$ cat src/bwsr_defs.svh
`ifndef BWSR_DEFS_SVH
`define BWSR_DEFS_SVH

// =====================================================================
// register addresses (7-bit)
`define BWSR_ADDR_DEV_INFO   7'h43
`define BWSR_ADDR_BUS_STAT   7'h44
`define BWSR_ADDR_WAKE_0     7'h46
`define BWSR_ADDR_WAKE_1     7'h47
`define BWSR_ADDR_IN_LEVEL   7'h48

// =====================================================================
// field positions
`define BWSR_PRIOR_HI        7
`define BWSR_PRIOR_LO        6
`define BWSR_WDF_HI          3
`define BWSR_WDF_LO          2
`define BWSR_CMDERR_BIT      1
`define BWSR_FAILURE_BIT     0
`define BWSR_CANFAIL_HI      2
`define BWSR_CANFAIL_LO      1
`define BWSR_CANUV_BIT       0
`define BWSR_CANWK_BIT       5
`define BWSR_TMRWK_BIT       4
`define BWSR_HVWK_BIT        0
`define BWSR_GPWK_BIT        4
`define BWSR_DEVMODE_BIT     7
`define BWSR_STRAP_BIT       6
`define BWSR_GPLVL_BIT       4
`define BWSR_HVLVL_BIT       0
`define BWSR_CANMODE_UP_BIT  1

// =====================================================================
// reset values and codes
`define BWSR_RESET_BYTE      8'h00
`define BWSR_PRIOR_CLEAR     2'h0
`define BWSR_PRIOR_FAIL      2'h1
`define BWSR_PRIOR_SLEEP     2'h2
`define BWSR_WDF_MAX         2'h2
`define BWSR_STRAP_WAIT      2'h2

`endif

$ cat src/bwsr_pkg.sv
package bwsr_pkg;

   // chip operating mode as seen by this block
   typedef enum logic [2:0] {
      BWSR_MODE_INIT,
      BWSR_MODE_NORMAL,
      BWSR_MODE_STOP,
      BWSR_MODE_SLEEP,
      BWSR_MODE_RESTART,
      BWSR_MODE_FAILSAFE
   } bwsr_mode_t;

   // general-purpose pin use
   typedef enum logic [1:0] {
      BWSR_GP_OFF,
      BWSR_GP_FAIL_OUT,
      BWSR_GP_WAKE_IN,
      BWSR_GP_SWITCH
   } bwsr_gp_cfg_t;

   // one-cycle events from the analog and mode logic
   typedef struct packed {
      logic       can_thermal;
      logic       can_txd_dom;
      logic       can_bus_dom;
      logic       can_supply_low;
      logic       can_wake;
      logic       timer_wake;
      logic       hv_wake;
      logic       gp_wake;
      logic       watchdog_fault_counter;
      logic       wd_good;
      logic       cmd_invalid;
      logic       fail_out;
   } bwsr_evt_t;

   // register access from the serial shell
   typedef struct packed {
      logic       rd;
      logic       clr;
      logic [6:0] addr;
   } bwsr_acc_t;

endpackage : bwsr_pkg

$ cat src/bwsr_sync.sv
`timescale 1ns/1ps
// two-stage synchroniser for a group of pin levels
module bwsr_sync #(
   parameter int W = 4
) (
   input  wire logic         clk,
   input  wire logic         rst,
   input  wire logic [W-1:0] d,
   output logic      [W-1:0] q
);
   logic [W-1:0] meta_reg;

   // =====================================================================
   // first stage feeds only the second
   always_ff @(posedge clk or posedge rst) begin
      if (rst) begin
         meta_reg <= '0;
         q        <= '0;
      end else begin
         meta_reg <= d;
         q        <= meta_reg;
      end
   end
endmodule : bwsr_sync

$ cat src/bwsr_level.sv
`timescale 1ns/1ps
`include "bwsr_defs.svh"
// live pin level tracking for the input level register
module bwsr_level
   import bwsr_pkg::*;
(
   input  wire logic         clk,
   input  wire logic         rst,
   input  wire bwsr_mode_t   mode,
   input  wire bwsr_gp_cfg_t gp_cfg,
   input  wire logic         cyclic_gp,
   input  wire logic         cyclic_sample,
   input  wire logic         meas_en,
   input  wire logic         hv_pin,
   input  wire logic         gp_pin,
   output logic              hv_lvl,
   output logic              gp_lvl
);
   logic live_mode;
   logic gp_ok;

   // =====================================================================
   // refresh in active modes, otherwise only on a sample strobe
   assign live_mode = (mode == BWSR_MODE_NORMAL) || (mode == BWSR_MODE_STOP)
                   || (mode == BWSR_MODE_INIT) || (mode == BWSR_MODE_RESTART);
   assign gp_ok = (gp_cfg == BWSR_GP_WAKE_IN)
               || ((gp_cfg == BWSR_GP_SWITCH) && !cyclic_gp);

   always_ff @(posedge clk or posedge rst) begin
      if (rst) begin
         hv_lvl <= 1'b0;
         gp_lvl <= 1'b0;
      end else if (meas_en) begin
         hv_lvl <= 1'b0;
         gp_lvl <= 1'b0;
      end else if (live_mode || cyclic_sample) begin
         hv_lvl <= hv_pin;
         if (gp_ok) begin
            gp_lvl <= gp_pin;
         end
      end
   end
endmodule : bwsr_level

$ cat src/bwsr_status.sv
`timescale 1ns/1ps
`include "bwsr_defs.svh"
// What this block does
// - prior-state field records condition before leaving restart mode.
// - prior-state codes 00 clear, 01 failure, 10 sleep; held until cleared.
// - sleep request with wake flags pending reports sleep origin.
// - watchdog fault counter counts; chip clears only it by itself.
// - invalid-command flag clears only by a serial clear command.
// - configs 2/4 freeze watchdog counter after fail until good trigger.
// - bus status at 0x44; restart keeps bits 2:0, resets clear all.
// - bits 2:1 code CAN fault: thermal, txd dominant, bus dominant.
// - CAN supply low sets bit 0 and disables the transmitter.
// - CAN supply comparator active only when CAN mode upper bit set.
// - wake ending fail-safe also sets matching source flag.
// - wake register 1 bit 4 latches gp pin wake when wake input.
// - input level bit 7 shows development mode from test pin.
// - input level bit 6 shows interrupt pin pull-up strap.
// - input level bits 4 and 0 show live gp and hv pin levels.
// - levels refresh in active modes, else after each cyclic sample.
// - gp level updates only as wake input or non-cyclic switch.
// - measurement enable holds hv and gp level bits at zero.
// - reserved bits always read zero.
module bwsr_status
   import bwsr_pkg::*;
(
   input  wire logic         MCLK,
   input  wire logic         RST,
   input  wire logic         SOFT_RST,
   input  wire logic         RESTART,
   input  wire bwsr_mode_t   MODE,
   input  wire logic         SLEEP_REQ,
   input  wire logic         FAIL_RESTART,
   input  wire logic [1:0]   CAN_MODE,
   input  wire bwsr_gp_cfg_t GP_CFG,
   input  wire logic         CYCLIC_GP,
   input  wire logic         CYCLIC_SAMPLE,
   input  wire logic         HV_MEASURE_ENABLE,
   input  wire bwsr_evt_t    EVT,
   input  wire bwsr_acc_t    ACC,
   input  wire logic         TEST_PIN,
   input  wire logic         INTERRUPT_OUT_PIN,
   input  wire logic         HV_WAKE_PIN,
   input  wire logic         GP_PIN,
   output logic [7:0]        RDATA,
   output logic              RVALID,
   output logic              CAN_TX_DISABLE
);
   logic [1:0]   prior_state_field_reg;
   logic [1:0]   watchdog_fault_counter_reg;
   logic         wdf_frozen_reg;
   logic         cmd_error_reg;
   logic         failure_reg;
   logic [1:0]   can_fail_reg;
   logic         can_supply_low_flag_reg;
   logic         can_wake_flag_reg;
   logic         timer_wake_flag_reg;
   logic         hv_pin_wake_flag_reg;
   logic         gp_pin_wake_flag_reg;
   logic         development_mode_level_reg;
   logic         config_strap_level_reg;
   logic         strap_taken_reg;
   logic [1:0]   strap_wait_reg;
   logic         hv_pin_level;
   logic         gp_pin_level;
   logic [3:0]   pins_sync;
   logic         wake_pending;
   logic         from_failsafe;
   logic         strap_cfg24;
   logic         clr_bus;
   logic         clr_w0;
   logic         clr_w1;
   logic         clr_dev;
   logic [7:0]   rdata_next;

   // =====================================================================
   // pin synchronisers
   bwsr_sync #(.W(4)) u_sync (
      .clk (MCLK),
      .rst (RST),
      .d   ({TEST_PIN, INTERRUPT_OUT_PIN, HV_WAKE_PIN, GP_PIN}),
      .q   (pins_sync)
   );

   // =====================================================================
   // live levels
   bwsr_level u_level (
      .clk           (MCLK),
      .rst           (RST),
      .mode          (MODE),
      .gp_cfg        (GP_CFG),
      .cyclic_gp     (CYCLIC_GP),
      .cyclic_sample (CYCLIC_SAMPLE),
      .meas_en       (HV_MEASURE_ENABLE),
      .hv_pin        (pins_sync[1]),
      .gp_pin        (pins_sync[0]),
      .hv_lvl        (hv_pin_level),
      .gp_lvl        (gp_pin_level)
   );

   // =====================================================================
   // clear strobes per register
   function automatic logic hit(input bwsr_acc_t a, input logic [6:0] adr);
      hit = a.clr && (a.addr == adr);
   endfunction : hit

   assign clr_bus = hit(ACC, `BWSR_ADDR_BUS_STAT);
   assign clr_w0  = hit(ACC, `BWSR_ADDR_WAKE_0);
   assign clr_w1  = hit(ACC, `BWSR_ADDR_WAKE_1);
   assign clr_dev = hit(ACC, `BWSR_ADDR_DEV_INFO);
   assign wake_pending = can_wake_flag_reg | timer_wake_flag_reg
                       | hv_pin_wake_flag_reg | gp_pin_wake_flag_reg;
   assign from_failsafe = (MODE == BWSR_MODE_FAILSAFE);
   assign strap_cfg24 = !config_strap_level_reg;

   // =====================================================================
   // strap capture after reset release, never in the reset branch
   always_ff @(posedge MCLK or posedge RST) begin
      if (RST) begin
         strap_taken_reg            <= 1'b0;
         strap_wait_reg             <= 2'h0;
         development_mode_level_reg <= 1'b0;
         config_strap_level_reg     <= 1'b0;
      end else begin
         development_mode_level_reg <= pins_sync[3];
         // synchroniser shows its reset value until two edges have passed
         if (strap_wait_reg != `BWSR_STRAP_WAIT) begin
            strap_wait_reg <= strap_wait_reg + 2'h1;
         end else if (!strap_taken_reg) begin
            strap_taken_reg        <= 1'b1;
            config_strap_level_reg <= pins_sync[2];
         end
      end
   end

   // =====================================================================
   // prior-state field; held across restart, cleared by software
   always_ff @(posedge MCLK or posedge RST) begin
      if (RST) begin
         prior_state_field_reg <= `BWSR_PRIOR_CLEAR;
      end else if (SOFT_RST) begin
         prior_state_field_reg <= `BWSR_PRIOR_CLEAR;
      end else if (SLEEP_REQ && wake_pending) begin
         prior_state_field_reg <= `BWSR_PRIOR_SLEEP;
      end else if (FAIL_RESTART) begin
         prior_state_field_reg <= `BWSR_PRIOR_FAIL;
      end else if (from_failsafe && (EVT.can_wake || EVT.timer_wake
                   || EVT.hv_wake || EVT.gp_wake)) begin
         prior_state_field_reg <= `BWSR_PRIOR_FAIL;
      end else if (SLEEP_REQ) begin
         prior_state_field_reg <= `BWSR_PRIOR_SLEEP;
      end else if (clr_dev) begin
         prior_state_field_reg <= `BWSR_PRIOR_CLEAR;
      end
   end

   // =====================================================================
   // watchdog counter; self-clears on good trigger except when frozen in cfg 2/4
   always_ff @(posedge MCLK or posedge RST) begin
      if (RST) begin
         watchdog_fault_counter_reg <= 2'h0;
         wdf_frozen_reg             <= 1'b0;
      end else if (SOFT_RST) begin
         watchdog_fault_counter_reg <= 2'h0;
         wdf_frozen_reg             <= 1'b0;
      end else if (EVT.wd_good) begin
         wdf_frozen_reg <= 1'b0;
         if (!wdf_frozen_reg || !strap_cfg24) begin
            watchdog_fault_counter_reg <= 2'h0;
         end
      end else if (EVT.watchdog_fault_counter) begin
         if (strap_cfg24) begin
            wdf_frozen_reg <= 1'b1;
         end
         if (!(strap_cfg24 && wdf_frozen_reg)
             && watchdog_fault_counter_reg != `BWSR_WDF_MAX) begin
            watchdog_fault_counter_reg <=
               watchdog_fault_counter_reg + 2'h1;
         end
      end
   end

   // =====================================================================
   // invalid command and failure flags; set beats clear
   always_ff @(posedge MCLK or posedge RST) begin
      if (RST) begin
         cmd_error_reg <= 1'b0;
         failure_reg   <= 1'b0;
      end else if (SOFT_RST) begin
         cmd_error_reg <= 1'b0;
         failure_reg   <= 1'b0;
      end else begin
         if (EVT.cmd_invalid) begin
            cmd_error_reg <= 1'b1;
         end else if (clr_dev) begin
            cmd_error_reg <= 1'b0;
         end
         if (EVT.fail_out) begin
            failure_reg <= 1'b1;
         end else if (clr_dev) begin
            failure_reg <= 1'b0;
         end
      end
   end

   // =====================================================================
   // bus status; restart keeps all stored bits (all sit in 2:0)
   always_ff @(posedge MCLK or posedge RST) begin
      if (RST) begin
         can_fail_reg            <= 2'h0;
         can_supply_low_flag_reg <= 1'b0;
      end else if (SOFT_RST) begin
         can_fail_reg            <= 2'h0;
         can_supply_low_flag_reg <= 1'b0;
      end else begin
         if (EVT.can_bus_dom) begin
            can_fail_reg <= 2'h3;
         end else if (EVT.can_txd_dom) begin
            can_fail_reg <= 2'h2;
         end else if (EVT.can_thermal) begin
            can_fail_reg <= 2'h1;
         end else if (clr_bus) begin
            can_fail_reg <= 2'h0;
         end
         if (EVT.can_supply_low
             && CAN_MODE[`BWSR_CANMODE_UP_BIT]) begin
            can_supply_low_flag_reg <= 1'b1;
         end else if (clr_bus) begin
            can_supply_low_flag_reg <= 1'b0;
         end
      end
   end

   // =====================================================================
   // wake source flags; fail-safe wakes set them the same way
   always_ff @(posedge MCLK or posedge RST) begin
      if (RST) begin
         can_wake_flag_reg    <= 1'b0;
         timer_wake_flag_reg  <= 1'b0;
         hv_pin_wake_flag_reg <= 1'b0;
         gp_pin_wake_flag_reg <= 1'b0;
      end else if (SOFT_RST) begin
         can_wake_flag_reg    <= 1'b0;
         timer_wake_flag_reg  <= 1'b0;
         hv_pin_wake_flag_reg <= 1'b0;
         gp_pin_wake_flag_reg <= 1'b0;
      end else begin
         // holds because the sets ignore the current mode
         can_wake_flag_reg    <= EVT.can_wake
                              | (can_wake_flag_reg & ~clr_w0);
         timer_wake_flag_reg  <= EVT.timer_wake
                              | (timer_wake_flag_reg & ~clr_w0);
         hv_pin_wake_flag_reg <= EVT.hv_wake
                              | (hv_pin_wake_flag_reg & ~clr_w0);
         gp_pin_wake_flag_reg <= (EVT.gp_wake
                              && GP_CFG == BWSR_GP_WAKE_IN)
                              | (gp_pin_wake_flag_reg & ~clr_w1);
      end
   end

   // =====================================================================
   // transmitter off while supply low is flagged
   always_ff @(posedge MCLK or posedge RST) begin
      if (RST) begin
         CAN_TX_DISABLE <= 1'b0;
      end else begin
         CAN_TX_DISABLE <= can_supply_low_flag_reg;
      end
   end

   // =====================================================================
   // read mux; reserved bits are zero, unknown addresses read zero
   always_comb begin
      rdata_next = `BWSR_RESET_BYTE;
      if (ACC.addr == `BWSR_ADDR_DEV_INFO) begin
         rdata_next[`BWSR_PRIOR_HI:`BWSR_PRIOR_LO] = prior_state_field_reg;
         rdata_next[`BWSR_WDF_HI:`BWSR_WDF_LO] = watchdog_fault_counter_reg;
         rdata_next[`BWSR_CMDERR_BIT]  = cmd_error_reg;
         rdata_next[`BWSR_FAILURE_BIT] = failure_reg;
      end else if (ACC.addr == `BWSR_ADDR_BUS_STAT) begin
         rdata_next[`BWSR_CANFAIL_HI:`BWSR_CANFAIL_LO] = can_fail_reg;
         rdata_next[`BWSR_CANUV_BIT] = can_supply_low_flag_reg;
      end else if (ACC.addr == `BWSR_ADDR_WAKE_0) begin
         rdata_next[`BWSR_CANWK_BIT] = can_wake_flag_reg;
         rdata_next[`BWSR_TMRWK_BIT] = timer_wake_flag_reg;
         rdata_next[`BWSR_HVWK_BIT]  = hv_pin_wake_flag_reg;
      end else if (ACC.addr == `BWSR_ADDR_WAKE_1) begin
         rdata_next[`BWSR_GPWK_BIT] = gp_pin_wake_flag_reg;
      end else if (ACC.addr == `BWSR_ADDR_IN_LEVEL) begin
         rdata_next[`BWSR_DEVMODE_BIT] = development_mode_level_reg;
         rdata_next[`BWSR_STRAP_BIT]   = config_strap_level_reg;
         rdata_next[`BWSR_GPLVL_BIT]   = gp_pin_level;
         rdata_next[`BWSR_HVLVL_BIT]   = hv_pin_level;
      end
   end

   // =====================================================================
   // read data registered: value before any same-cycle clear
   always_ff @(posedge MCLK or posedge RST) begin
      if (RST) begin
         RDATA  <= `BWSR_RESET_BYTE;
         RVALID <= 1'b0;
      end else begin
         RVALID <= ACC.rd | ACC.clr;
         if (ACC.rd || ACC.clr) begin
            RDATA <= rdata_next;
         end
      end
   end

   // RESTART input is accepted for the mode interface; every stored bit
   // here survives restart, so it needs no action of its own
   logic restart_unused;
   assign restart_unused = RESTART;

endmodule : bwsr_status

$ cat config.mk
export PLATFORM = sky130hd
export DESIGN_NAME = bwsr_status
export DESIGN_NICKNAME = d
export VERILOG_FILES = /design/src/bwsr_pkg.sv /design/src/bwsr_sync.sv /design/src/bwsr_level.sv /design/src/bwsr_status.sv
export VERILOG_INCLUDE_DIRS = /design/src
export SDC_FILE = /design/constraint.sdc
export NUM_CORES = 1
export LEC_CHECK = 0
export ABC_AREA = 1
export BUFFER_PORTS_ARGS = -buffer_cell sky130_fd_sc_hd__clkbuf_2
export CELL_PAD_IN_SITES_DETAIL_PLACEMENT = 1
export CELL_PAD_IN_SITES_GLOBAL_PLACEMENT = 2
export CORE_ASPECT_RATIO = 0.5
export CORE_MARGIN = 2
export CORE_UTILIZATION = 30
export DETAILED_ROUTE_END_ITERATION = 8
export PLACE_DENSITY = 0.81
export SYNTH_ARGS = -nofsm -noshare
export SYNTH_HDL_FRONTEND = slang
export SYNTH_SLANG_ARGS = --single-unit
$ cat constraint.sdc
create_clock -name MCLK -period 1.25 [get_ports MCLK]
set_input_delay 0.0625 -clock MCLK [delete_from_list [all_inputs] [get_ports MCLK]]
set_output_delay 0.0625 -clock MCLK [all_outputs]
set_load 0.05 [all_outputs]
==> metrics.md <==
| Metric | Value |
|---|---|
| Switching portion of total power | 22.7% |
| Vias | 1,506 |
| Core Rows | 19 |
| Mux share of post-synthesis cell area | 0% |
| Number of cells on the worst hold path | 3 |
| Endpoint type of the worst setup path | register |
| Pwr dens | 1330 mW/mm2 |
| Summed negative setup slack over all endpoints | 0 ps |
| Area growth from synthesis to final layout | 30.0% |
| Min cycle time layout | 1140 ps |
| Die width | 113 um |
| Area share of fa/ha/maj cells after synthesis | 1.41% |
| Detailed Route Iter0 Violations | 53 |
| Post-synthesis share of cell area spent on xor and xnor gates | 0.493% |
| Min-Delay Endpoint | cmd_error_reg |
| Total clock buffers created by CTS | 5 |
| Antenna violations before repair | 0 |
| Post-Syn Nets | 244 |
| Leading register cell type out of synthesis | sky130_fd_sc_hd__dfrtp_1 |
| Final ANT Viol Nets | 0 |
| All-layer global routing usage | 14.1% |
| Vert. Die Dim | 58.4 um |
| Post-CTS Setup Repair Bufs | 0 |
| Number of library cell types mapped by synthesis | 28 |
| Wire length of the first global-routing pass | 7240 um |
| Number of antenna cells inserted | 0 |
| Setup CP Type | reg2reg |
| Ranking of synthesized cells by area | sky130_fd_sc_hd__dfrtp_1, sky130_fd_sc_hd__nand2_1, sky130_fd_sc_hd__nand3_1, sky130_fd_sc_hd__inv_1, sky130_fd_sc_hd__nor2_1 |
| Hold violation count in the final report | 0 |
| Clk_lat worst skew | 280 ps |
| Reg-to-reg slack, setup | 110 ps |
| Compound-Gate Fraction of Synth Area | 9.92% |
| Max reg flops | 8 |
| Io pins | 51 |
| Average wire per standard cell | 12.6 um |
| Cell-internal power | 2.37 mW |
| Final Max Slew Viols | 0 |
| Post-synth top area share | 54.9% |
| # setup viols final | 0 |
| Commonest non-fill, non-tap cells in the layout | sky130_fd_sc_hd__clkbuf_2, sky130_fd_sc_hd__nand2_1, sky130_fd_sc_hd__dfrtp_1, sky130_fd_sc_hd__inv_1, sky130_fd_sc_hd__nand3_1 |
| Max Clk Rate | 881 MHz |
| Worst clock skew | 3.81 ps |
| Largest driver fanout on the critical path | 4 |
| Data required time at the worst endpoint | 1410 ps |
| Number of global-route vias before repair | 1,525 |
| Worst Reg-to-Reg Cells | 6 |
| Violated checks | DRC |
| Sequential fraction of design power | 44.3% |
| Warning count from the yosys run | 0 |
| Worst slew margin | 67.1% |
| Cell-by-cell listing of the critical path | inv_1 > ha_1 > o21ai_1 > nand2_1 > nand2_1 > o21ai_1 |
| Power share of the combinational group | 10.3% |
| Clock network power share | 45.4% |
| Slowest CP cell | sky130_fd_sc_hd__dfrtp_1 |
| Mean instance size in the synthesized netlist | 8.85 um2 |
| Maximum buffer depth of the clock tree | 2 |
| P_leak | 1.18 nW |
| Drc violations | 2 |
| Start point of the worst min-delay path | EVT[1] |
| CTS H-tree depth | 2 |
| Result of the run | complete, but fails checks |
| Number of max-capacitance violations reported | 0 |
| Unrepaired setup endpoints after global routing | false |
| Worst endpoint data arrival time | 1300 ps |
| Overall power after layout | 3.07 mW |
| Initial Utilization | 31.7% |
| Post-Syn Instances | 201 |
| Number of input and output port buffers inserted | 48 |
| Core box area | 0.00561 mm2 |
| Gr ovfl total | 0 |
| Combinational family with the most area after synthesis | simple AND/OR/NAND/NOR gates |
| Startpoint types | register |
| NumNets Final | 304 |
| Largest delay share family, worst path | flip-flops |
| DR vias/cell | 4.51 |
| Async SR Flop Fraction | 100% |
| Total die area | 0.00660 mm2 |
| Max stage delay on crit path | 400 ps |
| Most area-hungry cell type in the Yosys netlist | sky130_fd_sc_hd__dfrtp_1 |
| Worst Path Buf+Inv | 1 |
| Root buffer cell | sky130_fd_sc_hd__clkbuf_16 |
| Placer Congestion | 0.795 |
| Most common cell after layout, fill and taps aside | sky130_fd_sc_hd__clkbuf_2 |
| Number of search-and-repair iterations in the first detailed-routing pass | 6 |
| Source of the worst register-to-register timing path | watchdog_fault_counter_reg[0] |
| Crit Reg-Reg Endpoint | watchdog_fault_counter_reg[1] |
| Switching power total | 698 uW |
| Seq/Total Area, Yosys | 54.9% |
| Clock sink count | 39 |
| Clock transition at the registers of the reported paths | 60 ps |
| Layout cells sized above 1 | 25.7% |
| Total detailed-routing wirelength | 4220 um |
| Post-DP HPWL | 3300 um |
| Hold Path Class | in2reg |
| Cell area after technology mapping | 0.00178 mm2 |
| Count of flip-flops with a built-in enable after synthesis | 0 |
| Part of the cycle the worst path needs | 90.8% |
| Transition time at the pin with the least slew margin | 494 ps |
| Register bit total from synthesis | 39 |
| Post-Synth Simple-Gate Area | 26.2% |
| Worst VDD drop | 552 uV |
| Pin count of the biggest net entering global routing | 40 |
| TritonCTS clock tree | built |
-- synthesized netlist by cell type (2+ instances only) --
| master | count |
|---|---|
| sky130_fd_sc_hd__ha_1 | 2 |
| sky130_fd_sc_hd__o21ai_1 | 7 |
| sky130_fd_sc_hd__inv_1 | 25 |
| sky130_fd_sc_hd__nor2_2 | 2 |
| sky130_fd_sc_hd__nand2_1 | 44 |
| sky130_fd_sc_hd__nor2_1 | 17 |
| sky130_fd_sc_hd__a31oi_1 | 3 |
| sky130_fd_sc_hd__nand2_2 | 3 |
| sky130_fd_sc_hd__dfrtp_1 | 39 |
| sky130_fd_sc_hd__nand3_1 | 20 |
| sky130_fd_sc_hd__nor2_4 | 2 |
| sky130_fd_sc_hd__nand4_1 | 3 |
| sky130_fd_sc_hd__o21ai_0 | 10 |
| sky130_fd_sc_hd__a21oi_1 | 10 |
-- cell type report --
cell class / instances / area, um2
fill: 676 / 3300
sequential: 39 / 976
multi-input combinational: 134 / 677
timing repair buffer: 56 / 315
clock buffer: 6 / 129
inverter: 25 / 93.8
tap: 73 / 91.3
clock inverter: 1 / 30.0
-- kinds of logic (layout without fill, tap and decap cells) --
group | count (synthesis) | after routing
DFF | 39 | 39
buffers and inverters | 28 | 88
AOI/OAI and AO/OA | 33 | 33
xor gates and xnor gates | 1 | 1
and+or+nand+nor | 98 | 98
adders and majority gates | 2 | 2
-- how the worst max path moves through the flow --
stage | start | to | cells past startpoint | slack [ps]
final | watchdog_fault_counter_reg[0] | watchdog_fault_counter_reg[1] | 6 | 110
after global routing | watchdog_fault_counter_reg[0] | watchdog_fault_counter_reg[1] | 6 | 7
after CTS | watchdog_fault_counter_reg[0] | watchdog_fault_counter_reg[1] | 6 | 30
after detailed placement | watchdog_fault_counter_reg[0] | watchdog_fault_counter_reg[1] | 6 | 40
after global placement | watchdog_fault_counter_reg[0] | watchdog_fault_counter_reg[0] | 6 | 120
after floorplan | watchdog_fault_counter_reg[0] | watchdog_fault_counter_reg[0] | 6 | 170
-- stage by stage --
stage / utilization (%) / cell area [um2] / hold WS [ps] / worst slack (ps) / instances
final: 41.2 / 2310 / 9.41 / 115 / 334
after global routing: 41.2 / 2310 / 25.7 / 7.21 / 334
after floorplan: - / 1780 / 93.9 / 166 / 201
after CTS: 41.2 / 2310 / 11.1 / 26.3 / 334
after detailed placement: 37.3 / 2090 / 173 / 36.9 / 321
after global placement: 37.3 / 2090 / 174 / 124 / 321
-- layer usage --
| layer | routed length [um] | share of wire (%) | track usage, % |
|---|---|---|---|
| met5 | 0 | 0 | 0 |
| met4 | 40 | 0.95 | 3.14 |
| met3 | 147 | 3.5 | 3.40 |
| met2 | 1950 | 46 | 24.2 |
| met1 | 2080 | 49 | 18.4 |
-- worst min-delay path, stage by stage --
cell                       delay (ps)
sky130_fd_sc_hd__clkbuf_2          80
sky130_fd_sc_hd__a21oi_1           30
sky130_fd_sc_hd__nor2_1            70
-- power groups by stage --
stage	sequential (mW)	combinational [mW]	clock, mW
floorplan	1.41	0.146	0
global placement	1.38	0.295	0
detailed placement	1.38	0.306	0
CTS	1.36	0.322	1.43
global route	1.37	0.359	1.48
finish	1.36	0.317	1.39
-- repair_timing --
item                                   CTS  global route
endpoints found under the hold margin   44             0
resized for setup                        0             3
setup endpoints to repair                0             2
hold buffers                             6             0
(Power assumes the default switching activity.)
